$ cat src/csc_pkg.sv
/*
  Shared constants for the colour-space matrix converter: widths, space
  codes, offsets, clamp limits and the fixed-point conversion matrices.
  Assumes nothing of its surroundings.
*/
package csc_pkg;

  // ----------------------------------------------------------------
  // Widths
  // ----------------------------------------------------------------
  localparam int COMP_W = 10;
  localparam int PIX_W = 30;
  localparam int X_W = 12;
  localparam int COEF_W = 15;
  localparam int ACC_W = 26;
  localparam int RES_W = 16;
  localparam int MAT_W = 135;
  localparam int SPACE_W = 2;
  localparam int BUF_W = 32;
  localparam int BUF_DEPTH = 2;

  // ----------------------------------------------------------------
  // Colour spaces
  // ----------------------------------------------------------------
  typedef enum logic [1:0] {
    SPACE_RGB = 2'b00,
    SPACE_YUV = 2'b01,
    SPACE_CCIR = 2'b10,
    SPACE_RSVD = 2'b11
  } space_e;

  // ----------------------------------------------------------------
  // Offsets, limits, rounding, reset values
  // ----------------------------------------------------------------
  localparam logic [9:0] CHROMA_OFF = 10'h200;
  localparam logic [9:0] CCIR_LUMA_OFF = 10'h040;
  localparam logic [9:0] ZERO_OFF = 10'h000;
  localparam logic [9:0] FULL_MIN = 10'h000;
  localparam logic [9:0] FULL_MAX = 10'h3FF;
  localparam logic [9:0] CCIR_MIN = 10'h004;
  localparam logic [9:0] CCIR_MAX = 10'h3FB;
  localparam logic signed [15:0] RND_HALF = 16'sh0002;
  localparam logic [PIX_W-1:0] PIX_RST = 30'h00000000;
  localparam logic [1:0] CNT_RST = 2'h0;

  // ----------------------------------------------------------------
  // Matrices, 12 fraction bits, rows = output components,
  // packed {r0c0,r0c1,r0c2,r1c0,...}; rounded toward the high side
  // ----------------------------------------------------------------
  localparam logic [MAT_W-1:0] M_RGB_YUV = {
    15'h0800, 15'h794C, 15'h7EB5,
    15'h04C9, 15'h0965, 15'h01D3,
    15'h7D4C, 15'h7AB5, 15'h0800};
  localparam logic [MAT_W-1:0] M_RGB_CCIR = {
    15'h0702, 15'h7A21, 15'h7EDE,
    15'h0419, 15'h080B, 15'h0190,
    15'h7DA2, 15'h7B5D, 15'h0702};
  localparam logic [MAT_W-1:0] M_YUV_RGB = {
    15'h166F, 15'h1000, 15'h0000,
    15'h7493, 15'h1000, 15'h7A7F,
    15'h0000, 15'h1000, 15'h1C5B};
  localparam logic [MAT_W-1:0] M_CCIR_RGB = {
    15'h199D, 15'h12B0, 15'h0000,
    15'h72F5, 15'h12B0, 15'h79B7,
    15'h0000, 15'h12B0, 15'h205F};
  localparam logic [MAT_W-1:0] M_YUV_CCIR = {
    15'h0E04, 15'h0000, 15'h0000,
    15'h0000, 15'h0DB4, 15'h0000,
    15'h0000, 15'h0000, 15'h0E04};
  localparam logic [MAT_W-1:0] M_CCIR_YUV = {
    15'h1245, 15'h0000, 15'h0000,
    15'h0000, 15'h12B0, 15'h0000,
    15'h0000, 15'h0000, 15'h1245};
  localparam logic [MAT_W-1:0] M_NONE = 135'h0;

endpackage : csc_pkg

$ cat src/color_space_matrix_converter.sv
/*
  Pipelined converter among RGB, offset YUV and scaled CCIR pixels,
  10 bits per component, with bypass for matching spaces.
  Assumes source and sink logic on the same clock, valid/ready streams.
*/
// What this block does
// - RGB components are unsigned 10-bit, 0 to 1023.
// - RGB destination results clamp to 0..1023.
// - Clamp input is 12-bit signed, may wrap.
// - RGB to YUV matrix, chroma offset 512.
// - YUV spans 0..1023, black 512,0,512.
// - CCIR uses scaled matrix, offsets 512,64,512.
// - CCIR outputs clamp to 4..1019.
// - Every stage keeps at least 10 bits.
// - Inputs become 12-bit signed, offsets removed.
// - 15-bit signed coefficients, 26-bit accumulators.
// - Upper 16 accumulator bits feed offset-and-clamp stage.
// - RGB-CCIR-RGB round trip within four codes.
// - RGB-YUV-RGB round trip within three codes.
// - Coefficients rounded slightly high, not low.
// - Matching spaces bypass, bit-exact.
// - Each pixel carries its own source space.
// - Destination space selects; matching streams unconverted.
// - Unrepresentable colours saturate per component.
// - CCIR to YUV saturates superblack and superwhite.
// - RGB into CCIR never needs clamping; RGB into YUV chroma can reach 1024 and is clamped.
`timescale 1ns/1ps
`default_nettype none

module color_space_matrix_converter (
  // Clock and reset
  input wire logic clock,
  input wire logic nrst,
  // Pixel in
  input wire logic in_valid,
  output logic in_ready,
  input wire logic [29:0] in_pixel,
  input wire logic [1:0] in_space,
  // Destination space
  input wire logic [1:0] dst_space,
  // Pixel out
  output logic out_valid,
  input wire logic out_ready,
  output logic [29:0] out_pixel,
  output logic [1:0] out_space
);

  // ----------------------------------------------------------------
  // Helpers
  // ----------------------------------------------------------------
  function automatic logic [9:0] comp(logic [29:0] p, int k);
    comp = p[(2-k)*10 +: 10];
  endfunction : comp

  function automatic logic [9:0] space_off(logic [1:0] sp, int k);
    if (k == 1) begin
      space_off = (sp == csc_pkg::SPACE_CCIR) ? csc_pkg::CCIR_LUMA_OFF
                                                : csc_pkg::ZERO_OFF;
    end else begin
      space_off = (sp == csc_pkg::SPACE_RGB) ? csc_pkg::ZERO_OFF
                                               : csc_pkg::CHROMA_OFF;
    end
  endfunction : space_off

  function automatic logic [134:0] matrix(logic [1:0] s, logic [1:0] d);
    matrix = csc_pkg::M_NONE;
    unique case ({s, d})
      {csc_pkg::SPACE_RGB, csc_pkg::SPACE_YUV}: matrix = csc_pkg::M_RGB_YUV;
      {csc_pkg::SPACE_RGB, csc_pkg::SPACE_CCIR}: matrix = csc_pkg::M_RGB_CCIR;
      {csc_pkg::SPACE_YUV, csc_pkg::SPACE_RGB}: matrix = csc_pkg::M_YUV_RGB;
      {csc_pkg::SPACE_CCIR, csc_pkg::SPACE_RGB}: matrix = csc_pkg::M_CCIR_RGB;
      {csc_pkg::SPACE_YUV, csc_pkg::SPACE_CCIR}: matrix = csc_pkg::M_YUV_CCIR;
      {csc_pkg::SPACE_CCIR, csc_pkg::SPACE_YUV}: matrix = csc_pkg::M_CCIR_YUV;
      default: matrix = csc_pkg::M_NONE;
    endcase
  endfunction : matrix

  function automatic logic signed [14:0] coef(logic [134:0] m, int k);
    coef = $signed(m[(8-k)*15 +: 15]);
  endfunction : coef

  function automatic logic legal(logic [1:0] sp);
    legal = sp != csc_pkg::SPACE_RSVD;
  endfunction : legal

  // Saturate a 12-bit signed result into the destination range
  function automatic logic [9:0] clamp(logic signed [11:0] v,
                                       logic [1:0] d);
    logic signed [11:0] lo;
    logic signed [11:0] hi;
    lo = $signed({2'b00, csc_pkg::FULL_MIN});
    hi = $signed({2'b00, csc_pkg::FULL_MAX});
    if (d == csc_pkg::SPACE_CCIR) begin
      lo = $signed({2'b00, csc_pkg::CCIR_MIN});
      hi = $signed({2'b00, csc_pkg::CCIR_MAX});
    end
    if (v < lo) begin
      clamp = lo[9:0];
    end else if (v > hi) begin
      clamp = hi[9:0];
    end else begin
      clamp = v[9:0];
    end
  endfunction : clamp

  // ----------------------------------------------------------------
  // Pipeline registers
  // ----------------------------------------------------------------
  logic en;
  logic s1_v_r, s2_v_r, s3_v_r;
  logic s1_conv_r, s2_conv_r, s3_conv_r;
  logic [1:0] s1_src_r, s2_src_r, s3_src_r;
  logic [1:0] s1_dst_r, s2_dst_r, s3_dst_r;
  logic [29:0] s1_raw_r, s2_raw_r, s3_raw_r;
  logic [29:0] s3_pix_r;
  logic signed [11:0] s1_x_r [3];
  logic signed [25:0] s2_acc_r [3];
  logic signed [25:0] acc_nxt [3];
  logic [29:0] pix_nxt;
  logic [134:0] mat;

  // Whole pipeline stalls while the output buffer is full
  assign en = in_ready;

  // ----------------------------------------------------------------
  // Stage 1: remove offsets, widen to 12-bit signed
  // ----------------------------------------------------------------
  always_ff @(posedge clock or negedge nrst) begin
    if (!nrst) begin
      s1_v_r <= 1'b0;
      s1_conv_r <= 1'b0;
      s1_src_r <= csc_pkg::SPACE_RGB;
      s1_dst_r <= csc_pkg::SPACE_RGB;
      s1_raw_r <= csc_pkg::PIX_RST;
      for (int k = 0; k < 3; k++) begin
        s1_x_r[k] <= '0;
      end
    end else if (en) begin
      s1_v_r <= in_valid;
      s1_src_r <= in_space;
      s1_dst_r <= dst_space;
      s1_raw_r <= in_pixel;
      s1_conv_r <= (in_space != dst_space) && legal(in_space)
                   && legal(dst_space);
      for (int k = 0; k < 3; k++) begin
        s1_x_r[k] <= $signed({2'b00, comp(in_pixel, k)})
                     - $signed({2'b00, space_off(in_space, k)});
      end
    end
  end

  // ----------------------------------------------------------------
  // Stage 2: 3x3 multiply, 26-bit accumulate
  // ----------------------------------------------------------------
  assign mat = matrix(s1_src_r, s1_dst_r);

  always_comb begin
    logic signed [26:0] prod;
    prod = '0;
    for (int r = 0; r < 3; r++) begin
      acc_nxt[r] = '0;
      for (int c = 0; c < 3; c++) begin
        prod = s1_x_r[c] * coef(mat, r * 3 + c);
        acc_nxt[r] = acc_nxt[r] + 26'(prod);
      end
    end
  end

  always_ff @(posedge clock or negedge nrst) begin
    if (!nrst) begin
      s2_v_r <= 1'b0;
      s2_conv_r <= 1'b0;
      s2_src_r <= csc_pkg::SPACE_RGB;
      s2_dst_r <= csc_pkg::SPACE_RGB;
      s2_raw_r <= csc_pkg::PIX_RST;
      for (int k = 0; k < 3; k++) begin
        s2_acc_r[k] <= '0;
      end
    end else if (en) begin
      s2_v_r <= s1_v_r;
      s2_conv_r <= s1_conv_r;
      s2_src_r <= s1_src_r;
      s2_dst_r <= s1_dst_r;
      s2_raw_r <= s1_raw_r;
      for (int k = 0; k < 3; k++) begin
        s2_acc_r[k] <= acc_nxt[k];
      end
    end
  end

  // ----------------------------------------------------------------
  // Stage 3: top 16 bits, round, add offset, clamp or bypass
  // ----------------------------------------------------------------
  always_comb begin
    logic signed [15:0] top;
    logic signed [11:0] v;
    top = '0;
    v = '0;
    pix_nxt = s2_raw_r;
    if (s2_conv_r) begin
      for (int k = 0; k < 3; k++) begin
        top = s2_acc_r[k][25:10] + csc_pkg::RND_HALF;
        v = top[13:2]
            + $signed({2'b00, space_off(s2_dst_r, k)});
        pix_nxt[(2-k)*10 +: 10] = clamp(v, s2_dst_r);
      end
    end
  end

  always_ff @(posedge clock or negedge nrst) begin
    if (!nrst) begin
      s3_v_r <= 1'b0;
      s3_conv_r <= 1'b0;
      s3_src_r <= csc_pkg::SPACE_RGB;
      s3_dst_r <= csc_pkg::SPACE_RGB;
      s3_raw_r <= csc_pkg::PIX_RST;
      s3_pix_r <= csc_pkg::PIX_RST;
    end else if (en) begin
      s3_v_r <= s2_v_r;
      s3_conv_r <= s2_conv_r;
      s3_src_r <= s2_src_r;
      s3_dst_r <= s2_dst_r;
      s3_raw_r <= s2_raw_r;
      s3_pix_r <= pix_nxt;
    end
  end

  // ----------------------------------------------------------------
  // Output buffer
  // ----------------------------------------------------------------
  pixel_skid_buffer #(
    .W(csc_pkg::BUF_W),
    .DEPTH(csc_pkg::BUF_DEPTH)
  ) u_out_buf (
    .clock(clock),
    .nrst(nrst),
    .in_valid(s3_v_r),
    .in_ready(in_ready),
    .in_data({s3_dst_r, s3_pix_r}),
    .out_valid(out_valid),
    .out_ready(out_ready),
    .out_data({out_space, out_pixel})
  );

  // ----------------------------------------------------------------
  // Checks
  // ----------------------------------------------------------------
  property p_rgb_range;
    @(posedge clock) disable iff (!nrst)
    (en && s2_v_r && s2_conv_r && s2_dst_r == csc_pkg::SPACE_RGB
     && s2_acc_r[0][25])
      |=> (s3_pix_r[29:20] == csc_pkg::FULL_MIN);
  endproperty
  a_rgb_range: assert property (p_rgb_range)
    else $error("negative red result not clamped to zero");

  property p_ccir_range;
    @(posedge clock) disable iff (!nrst)
    (s3_v_r && s3_conv_r && s3_dst_r == csc_pkg::SPACE_CCIR)
      |-> (s3_pix_r[19:10] >= csc_pkg::CCIR_MIN
           && s3_pix_r[19:10] <= csc_pkg::CCIR_MAX
           && s3_pix_r[9:0] >= csc_pkg::CCIR_MIN
           && s3_pix_r[29:20] <= csc_pkg::CCIR_MAX);
  endproperty
  a_ccir_range: assert property (p_ccir_range)
    else $error("ccir component outside 4..1019");

  property p_bypass;
    @(posedge clock) disable iff (!nrst)
    (en && s2_v_r && !s2_conv_r) |=> (s3_pix_r == $past(s2_raw_r));
  endproperty
  a_bypass: assert property (p_bypass)
    else $error("bypassed pixel altered");

  property p_latency;
    @(posedge clock) disable iff (!nrst)
    (in_valid && en) ##1 en [*2] |=> s3_v_r;
  endproperty
  a_latency: assert property (p_latency)
    else $error("pixel not at stage three after three advances");

  property p_offset_removed;
    @(posedge clock) disable iff (!nrst)
    (en && in_valid && in_space == csc_pkg::SPACE_CCIR)
      |=> (s1_x_r[1] == $signed({2'b00, $past(in_pixel[19:10])}) - 12'sd64);
  endproperty
  a_offset_removed: assert property (p_offset_removed)
    else $error("ccir luma offset not removed");

  property p_superblack;
    @(posedge clock) disable iff (!nrst)
    (s3_v_r && s3_conv_r && s3_src_r == csc_pkg::SPACE_CCIR
     && s3_dst_r == csc_pkg::SPACE_YUV && s3_raw_r[19:10] < 10'h040)
      |-> (s3_pix_r[19:10] == 10'h000);
  endproperty
  a_superblack: assert property (p_superblack)
    else $error("superblack luma not clipped to black");

  property p_yuv_black;
    @(posedge clock) disable iff (!nrst)
    (s3_v_r && s3_conv_r && s3_src_r == csc_pkg::SPACE_RGB
     && s3_dst_r == csc_pkg::SPACE_YUV && s3_raw_r == 30'h0)
      |-> (s3_pix_r == {csc_pkg::CHROMA_OFF, 10'h000, csc_pkg::CHROMA_OFF});
  endproperty
  a_yuv_black: assert property (p_yuv_black)
    else $error("rgb black not 512,0,512 in yuv");

  property p_stall_hold;
    @(posedge clock) disable iff (!nrst)
    (!en && s3_v_r) |=> (s3_v_r && $stable(s3_pix_r));
  endproperty
  a_stall_hold: assert property (p_stall_hold)
    else $error("stage three word lost during stall");

endmodule : color_space_matrix_converter

`default_nettype wire

$ cat src/pixel_skid_buffer.sv
/*
  Small shift FIFO with valid/ready on both sides; head word and both
  handshake outputs come from flip-flops.
  Assumes one clock and an active-low asynchronous reset.
*/
`timescale 1ns/1ps
`default_nettype none

module pixel_skid_buffer #(
  parameter int W = 32,
  parameter int DEPTH = 2
) (
  // Clock and reset
  input wire logic clock,
  input wire logic nrst,
  // Fill side
  input wire logic in_valid,
  output logic in_ready,
  input wire logic [W-1:0] in_data,
  // Drain side
  output logic out_valid,
  input wire logic out_ready,
  output logic [W-1:0] out_data
);

  localparam int CW = $clog2(DEPTH + 1);

  logic [W-1:0] mem_r [DEPTH];
  logic [CW-1:0] cnt_r;
  logic [CW-1:0] cnt_nxt;
  logic push;
  logic pop;

  assign push = in_valid && in_ready;
  assign pop = out_valid && out_ready;
  assign out_data = mem_r[0];

  always_comb begin
    cnt_nxt = cnt_r;
    if (push && !pop) begin
      cnt_nxt = cnt_r + CW'(1);
    end else if (pop && !push) begin
      cnt_nxt = cnt_r - CW'(1);
    end
  end

  // ----------------------------------------------------------------
  // Occupancy and handshake flags
  // ----------------------------------------------------------------
  always_ff @(posedge clock or negedge nrst) begin
    if (!nrst) begin
      cnt_r <= '0;
      out_valid <= 1'b0;
      in_ready <= 1'b0;
    end else begin
      cnt_r <= cnt_nxt;
      out_valid <= cnt_nxt != '0;
      in_ready <= cnt_nxt != CW'(DEPTH);
    end
  end

  // ----------------------------------------------------------------
  // Storage: shift on pop, write behind the last kept word
  // ----------------------------------------------------------------
  always_ff @(posedge clock or negedge nrst) begin
    if (!nrst) begin
      for (int i = 0; i < DEPTH; i++) begin
        mem_r[i] <= '0;
      end
    end else begin
      for (int i = 0; i < DEPTH; i++) begin
        if (push && (CW'(i) == cnt_r - CW'(pop))) begin
          mem_r[i] <= in_data;
        end else if (pop && i < DEPTH - 1) begin
          mem_r[i] <= mem_r[i+1];
        end
      end
    end
  end

  property p_full_blocks;
    @(posedge clock) disable iff (!nrst)
    (cnt_r == CW'(DEPTH)) |-> !in_ready;
  endproperty
  a_full_blocks: assert property (p_full_blocks)
    else $error("buffer full but still ready");

  property p_word_held;
    @(posedge clock) disable iff (!nrst)
    (out_valid && !out_ready) |=> (out_valid && $stable(out_data));
  endproperty
  a_word_held: assert property (p_word_held)
    else $error("stalled output word lost or changed");

endmodule : pixel_skid_buffer

`default_nettype wire

$ cat config.mk
export PLATFORM = sky130hd
export DESIGN_NAME = color_space_matrix_converter
export DESIGN_NICKNAME = d
export VERILOG_FILES = /design/src/csc_pkg.sv /design/src/color_space_matrix_converter.sv /design/src/pixel_skid_buffer.sv
export SDC_FILE = /design/constraint.sdc
export NUM_CORES = 2
export LEC_CHECK = 0
export ABC_AREA = 1
export BUFFER_PORTS_ARGS = -buffer_cell sky130_fd_sc_hd__buf_2
export CORE_UTILIZATION = 55
export DETAILED_ROUTE_END_ITERATION = 7
export PLACE_DENSITY = 0.82
export SYNTH_ARGS = -nofsm -noshare
export SYNTH_HDL_FRONTEND = slang
export SYNTH_SLANG_ARGS = --single-unit
$ cat constraint.sdc
create_clock -name clock -period 19.86 [get_ports clock]
set_input_delay 0.993 -clock clock [delete_from_list [all_inputs] [get_ports clock]]
set_output_delay 0.993 -clock clock [all_outputs]
set_load 0.05 [all_outputs]
**Word-level counts from Yosys, hierarchy flattened**

Cells that the tools add are included.

- Add/sub/neg operators: 18
- $mul: 9
- Magnitude comparators: 6
- Equal/unequal tests: 13
- Muxes and demuxes: 24
- Reduce and logical (&&, ||, !) cells: 15

Operators by type and width:

| operator | count |
|---|---|
| 133-bit case mux with 6 select lines | 1 |
| 11-bit by 15-bit multiplier with 24-bit output | 8 |
| 24-bit adder | 6 |
| 10-bit two-way mux | 12 |
| 32-bit two-way mux | 2 |
| 14-bit by 2-bit adder with 14-bit output (second input constant) | 3 |
| 12-bit by 10-bit adder with 12-bit output | 3 |
| 12-bit > comparator | 3 |
| 12-bit < comparator | 3 |
| 10-bit by 10-bit subtractor with 11-bit output | 3 |
| 30-bit two-way mux | 1 |
| 11-bit by 14-bit multiplier with 24-bit output | 1 |
| 12-bit two-way mux | 2 |
| 7-bit two-way mux | 2 |
| 4-bit by 3-bit == test with 1-bit output (second input constant) | 2 |
| 4-bit == test (second input constant) | 2 |
| 1-bit logical AND | 8 |
| 2-bit logical NOT | 3 |
| 3-bit two-way mux | 2 |
| 2-bit inequality test (second input constant) | 3 |
| 2-bit == test (second input constant) | 2 |
| 4-bit by 1-bit == test with 1-bit output (second input constant) | 1 |
| 4-bit by 2-bit == test with 1-bit output (second input constant) | 1 |
| 2-bit two-way mux | 2 |
| 7 further kinds | 9 |

- Bits in registers: 276
- Input bits: 38
- Output and inout port bits: 34
- Logic and storage cells: 108

**Depth between registers and ports, before layout**

- Depth after elaboration: 8
- Gate-level depth with buffers: 37
- Gate-level depth less buffers: 36

**Cells and area by module**

Synthesis repeated with hierarchy kept, for this count alone.

- Cell total of the unflattened synthesis: 5860
- Area, all modules: 51251.7 µm²

Modules (own cells, without submodules):

| module | times used | cells an instance | area an instance (µm²) | sequential area each (µm²) |
|---|---|---|---|---|
| color_space_matrix_converter | 1 | 5382 | 47667.0 | 3778.6 |
| pixel_skid_buffer | 1 | 478 | 3584.7 | 1701.6 |

**Least setup slack after synthesis**

No wires, ideal clock.

- Path type: register to register
- Start point: register s1_src_r[0]
- End point: register s2_acc_r[75] (netlist name)
- Setup time: 118 ps
- Arrival time: 7285 ps
- Required time: 19742 ps
- Slack: 12456 ps
- Stages on the path, launching flop included: 31
- Buffers on the path: 2
- Clock period less this slack: 7404 ps
- Cell sequence: dfrtp_1 nor2_1 nand2_2 nand2_4 buf_6 clkbuf_1 nand2_1 fa_1 inv_1 fa_1 fa_1 inv_1 fa_1 inv_1 fa_1 fa_1 fa_1 inv_1 fa_1 inv_1 ha_1 nand2_1 inv_1 a21oi_1 nor2_1 a211oi_1 o21ai_0 a21oi_1 nand3_1 nand3_1 nand2_1

- Word-level cells in the longest chain between the ends: 5
- Elaborated cells between the ends (all ways): 12
- Those cells by class: add/sub (2); mul (3); eq/ne (6); mux (1)

Ends and longest elaborated chain:

| element | RTL line | source |
|---|---|---|
| start, declared | color_space_matrix_converter.sv:112 | `logic [1:0] s1_src_r, s2_src_r, s3_src_r;` |
| start signal, assigned | color_space_matrix_converter.sv:132 | `s1_src_r <= csc_pkg::SPACE_RGB;` |
| start signal, assigned | color_space_matrix_converter.sv:140 | `s1_src_r <= in_space;` |
| 4-bit == test (tied with other cells) | color_space_matrix_converter.sv:67 | `unique case ({s, d})` |
| 133-bit case mux with 6 select lines * | color_space_matrix_converter.sv:67 |  |
| 11-bit by 15-bit multiplier with 24-bit output / 11-bit by 14-bit multiplier with 24-bit output (equally long branches) | color_space_matrix_converter.sv:163 | `prod = s1_x_r[c] * coef(mat, r * 3 + c);` |
| 24-bit adder | color_space_matrix_converter.sv:164 | `acc_nxt[r] = acc_nxt[r] + 26'(prod);` |
| 24-bit adder * | color_space_matrix_converter.sv:164 |  |
| end signal, assigned by index | color_space_matrix_converter.sv:186 | `s2_acc_r[k] <= acc_nxt[k];` |
| end, declared | color_space_matrix_converter.sv:117 | `logic signed [25:0] s2_acc_r [3];` |

Every way passes the cells marked *; elsewhere a longest branch is shown, timed or not.
A chain may end at the register's enable or synchronous reset.

**Worst setup path after layout**

- Start point: register s1_src_r[0]
- End point: register s2_acc_r[67] (netlist name)

Same word-level chain as after synthesis.

==> impl_metrics.ini <==
[cts]
cts_tree = yes
cts_resized = 0
ctsHoldBuffers = 0
clock-sinks = 219
clock-root-buffer = clkbuf_16
cts_max_path_buffers = 3
path_clk_slew_ns = 0.07
cts_made_buffers = 25
worstSkewPairLatency_ns = 0.61
post_cts_buffers = 0
htree_levels = 1

[timing]
skew_ns = 0.0309
worst_slack_ns = 9.34
post-route-min-period_ns = 10.52
setup_violations = 0
finalHoldViolCount = 0
relSlewSlack_pct = 6.44
fin_crit_sh_pct = 53.0
timing.fmax_mhz = 95.0
setup_tns_ns = 0
rsz0062_at_grt = no
final_max_slew_viol_count = 0
max_slew.worst_pin.slew_ns = 1.40

[logic_synthesis]
synth-async-reset-ratio_pct = 100
synth_area_per_cell_sq_um = 8.87
synth_seq_cells = 219
synth.cell_area_sq_um = 51000
synthCells = 5751
synth_cell_types = 52
seq_area_frac_synth_pct = 10.7
synth-warning-count = 0
synth_edf_count = 0
synth_ff_type = dfrtp_1

[die]
core_sq_um = 91800
pin_count = 72
num_rows = 111
die_w_um = 307
fp.dieArea_sq_um = 94000
fp.dieH_um = 307
start_util_pct = 55.6

[place]
detailed_place_hpwl_um = 155000
place_ws_ns = 9.78
gp_congestion = 1.10
post_dp_cell_area_sq_um = 52700
port_buffers = 71

[worst_setup_path]
worstReg2RegEnd = s2_acc_r[67]
crit_fanout = 23
crit_path_start = s1_src_r[0]
critPathKind = reg -> reg
crit_end = s2_acc_r[67]
worst_setup_path_end_kind = register
slowest_stage = nor2_2
worstPathRequired_ns = 20.33
reg2reg_depth = 29
critPathArrivalTime_ns = 10.99
cpPeakStageDelay_ns = 0.94
r2r_slack_ns = 9.34
cp-start-kind = register
r2r-start = s1_src_r[0]

[drt]
wl_um = 183000
first_pass_iters = 6
ant_nets = 0
via_count = 39200
drc_errors = 0
dr.first_iter.drc_count = 4299
wl_per_cell_um = 26.1
viasPerCell = 5.59

[global_route]
antenna_found_initial = 10
grt_max_degree = 97
globalRouteOverflowTotal = 0
first_global_vias = 41100
grt_pass1_wl_um = 270000
track_usage_pct = 40.5

[run]
cap_violations = 0

[cells_and_area]
fill_cells = 7987
layout.nets = 7420
fin_area_sq_um = 53600
drive_gt1_share_pct = 4.65
area_delta_synth_final_pct = 5.04

[min_path]
hold_path.class = in -> async

[status]
status = completed
==> critical path, delay by kind of cell, from the launching register on <==
family | cells | cell delay (ns)
compound gates | 4 | 0.88
buf+inv | 9 | 1.72
simple gates | 6 | 2.71
flops | 1 | 0.42
xor+xnor | 1 | 0.48
fa+ha+maj | 9 | 4.15
==> layout by cell type (no fill, tap or decap), types with 9 or more instances in the layout <==
| master | synthesis | final |
|---|---|---|
| o211ai_1 | 32 | 32 |
| clkbuf_16 | 0 | 25 |
| o21ai_1 | 12 | 12 |
| nand3b_1 | 10 | 10 |
| nand3_1 | 152 | 151 |
| nor2_1 | 410 | 406 |
| xor2_1 | 45 | 45 |
| a22oi_2 | 9 | 9 |
| nor3_1 | 19 | 19 |
| a22oi_1 | 19 | 19 |
| nor2_2 | 8 | 12 |
| nand4_1 | 20 | 20 |
| fa_1 | 1138 | 1138 |
| buf_2 | 4 | 70 |
| ha_1 | 496 | 496 |
| nand2_1 | 780 | 780 |
| xnor2_1 | 47 | 47 |
| dfrtp_1 | 219 | 218 |
| inv_1 | 1759 | 1759 |
| a21oi_1 | 108 | 108 |
| clkinv_1 | 22 | 21 |
| buf_4 | 32 | 67 |
| o21ai_0 | 177 | 177 |
| or2_2 | 12 | 12 |
| inv_2 | 11 | 11 |
| nand2_2 | 16 | 16 |
| o21bai_1 | 13 | 13 |
==> sequential cells by signal (all words and copies together), names as in the netlist <==
| register | flops |
|---|---|
| u_out_buf.out_valid | 1 |
| u_out_buf.in_ready | 1 |
| s3_v_r | 1 |
| u_out_buf.mem_r | 32 |
| s2_dst_r | 2 |
| u_out_buf.cnt_r | 2 |
| s2_v_r | 1 |
| s1_x_r | 9 |
| u_out_buf.out_data | 32 |
| s1_conv_r | 1 |
| s3_dst_r | 2 |
| s3_pix_r | 30 |
| s1_raw_r | 30 |
| s2_conv_r | 1 |
| s2_acc_r | 39 |
| s1_v_r | 1 |
| s2_raw_r | 30 |
| s1_dst_r | 2 |
| s1_src_r | 2 |
==> area by class of cell <==
class	count	area, sq um	share of cell area [%]
inverter	1793	6740	12.6
multi-input combinational	3571	38100	71.0
antenna	3	7.51	0.0140
sequential	219	5480	10.2
clock buffer	29	671	1.25
timing repair buffer	138	868	1.62
tap	1243	1560	2.90
clock inverter	16	200	0.373
==> metrics by stage <==
step                      util [%]  hold slack, ns  instances
after floorplan                  -           0.442       5752
after global placement        57.4           0.455       6964
after detailed placement      57.4           0.463       6964
after CTS                     58.4           0.422       7009
after global routing          58.4           0.456       7009
final                         58.4           0.412       7012
==> worst min-delay path by stage <==
stage                 start           end  depth (start not counted)
5_1_grt                nrst   s2_raw_r[6]                          1
2_1_floorplan  s2_raw_r[29]  s2_raw_r[29]                          2
3_5_place_dp         s3_v_r        s3_v_r                          2
3_3_place_gp         s1_v_r        s1_v_r                          2
6_report               nrst   s3_pix_r[6]                          1
4_1_cts                nrst   s1_raw_r[8]                          1
==> logic make-up (layout without fill, tap and decap cells) <==
| logic type | count (synthesis) | after routing | share of synthesized area, % |
|---|---|---|---|
| AO/OA/AOI/OAI | 389 | 389 | 4.41 |
| XOR/XNOR | 92 | 92 | 1.58 |
| adder cells (fa/ha/maj) | 1634 | 1634 | 56.8 |
| buffers and inverters | 1962 | 1976 | 14.7 |
| flip-flops | 219 | 219 | 10.7 |
| other | 2 | 6 | 0.0147 |
| AND/OR/NAND/NOR | 1453 | 1453 | 11.8 |
==> Yosys cell counts (all sizes together) (2+ instances only) <==
master,n,area share [%]
o31ai,2,0.056
o21bai,14,0.23
o211ai,32,0.47
nand4,20,0.25
ha,496,12
inv,1770,13
nand3b,10,0.15
xor2,45,0.77
o21ai,192,1.9
nand3,154,1.5
or2,12,0.15
buf,58,0.69
nor2,426,3.3
nor3,19,0.19
xnor2,47,0.81
fa,1138,45
a31oi,4,0.049
dfrtp,219,11
and3,2,0.025
clkbuf,111,0.82
a21oi,108,1.1
a21o,2,0.029
clkinv,23,0.17
nand2,802,6.1
a221oi,2,0.034
nor4,3,0.037
a22oi,28,0.50
and2,3,0.037
conb,2,0.015
==> routing by layer <==
layer,track usage [%],vias to the layer above,share of wire [%]
met5,0,-,0.048
met2,59.1,2426,42
met3,12.9,621,13
li1,-,16600,-
met4,24.9,12,8.0
met1,52.6,19600,37
Power is left out: the tool's default activity adds up to more than one toggle a clock period on the data nets, which glitch-free logic cannot reach.
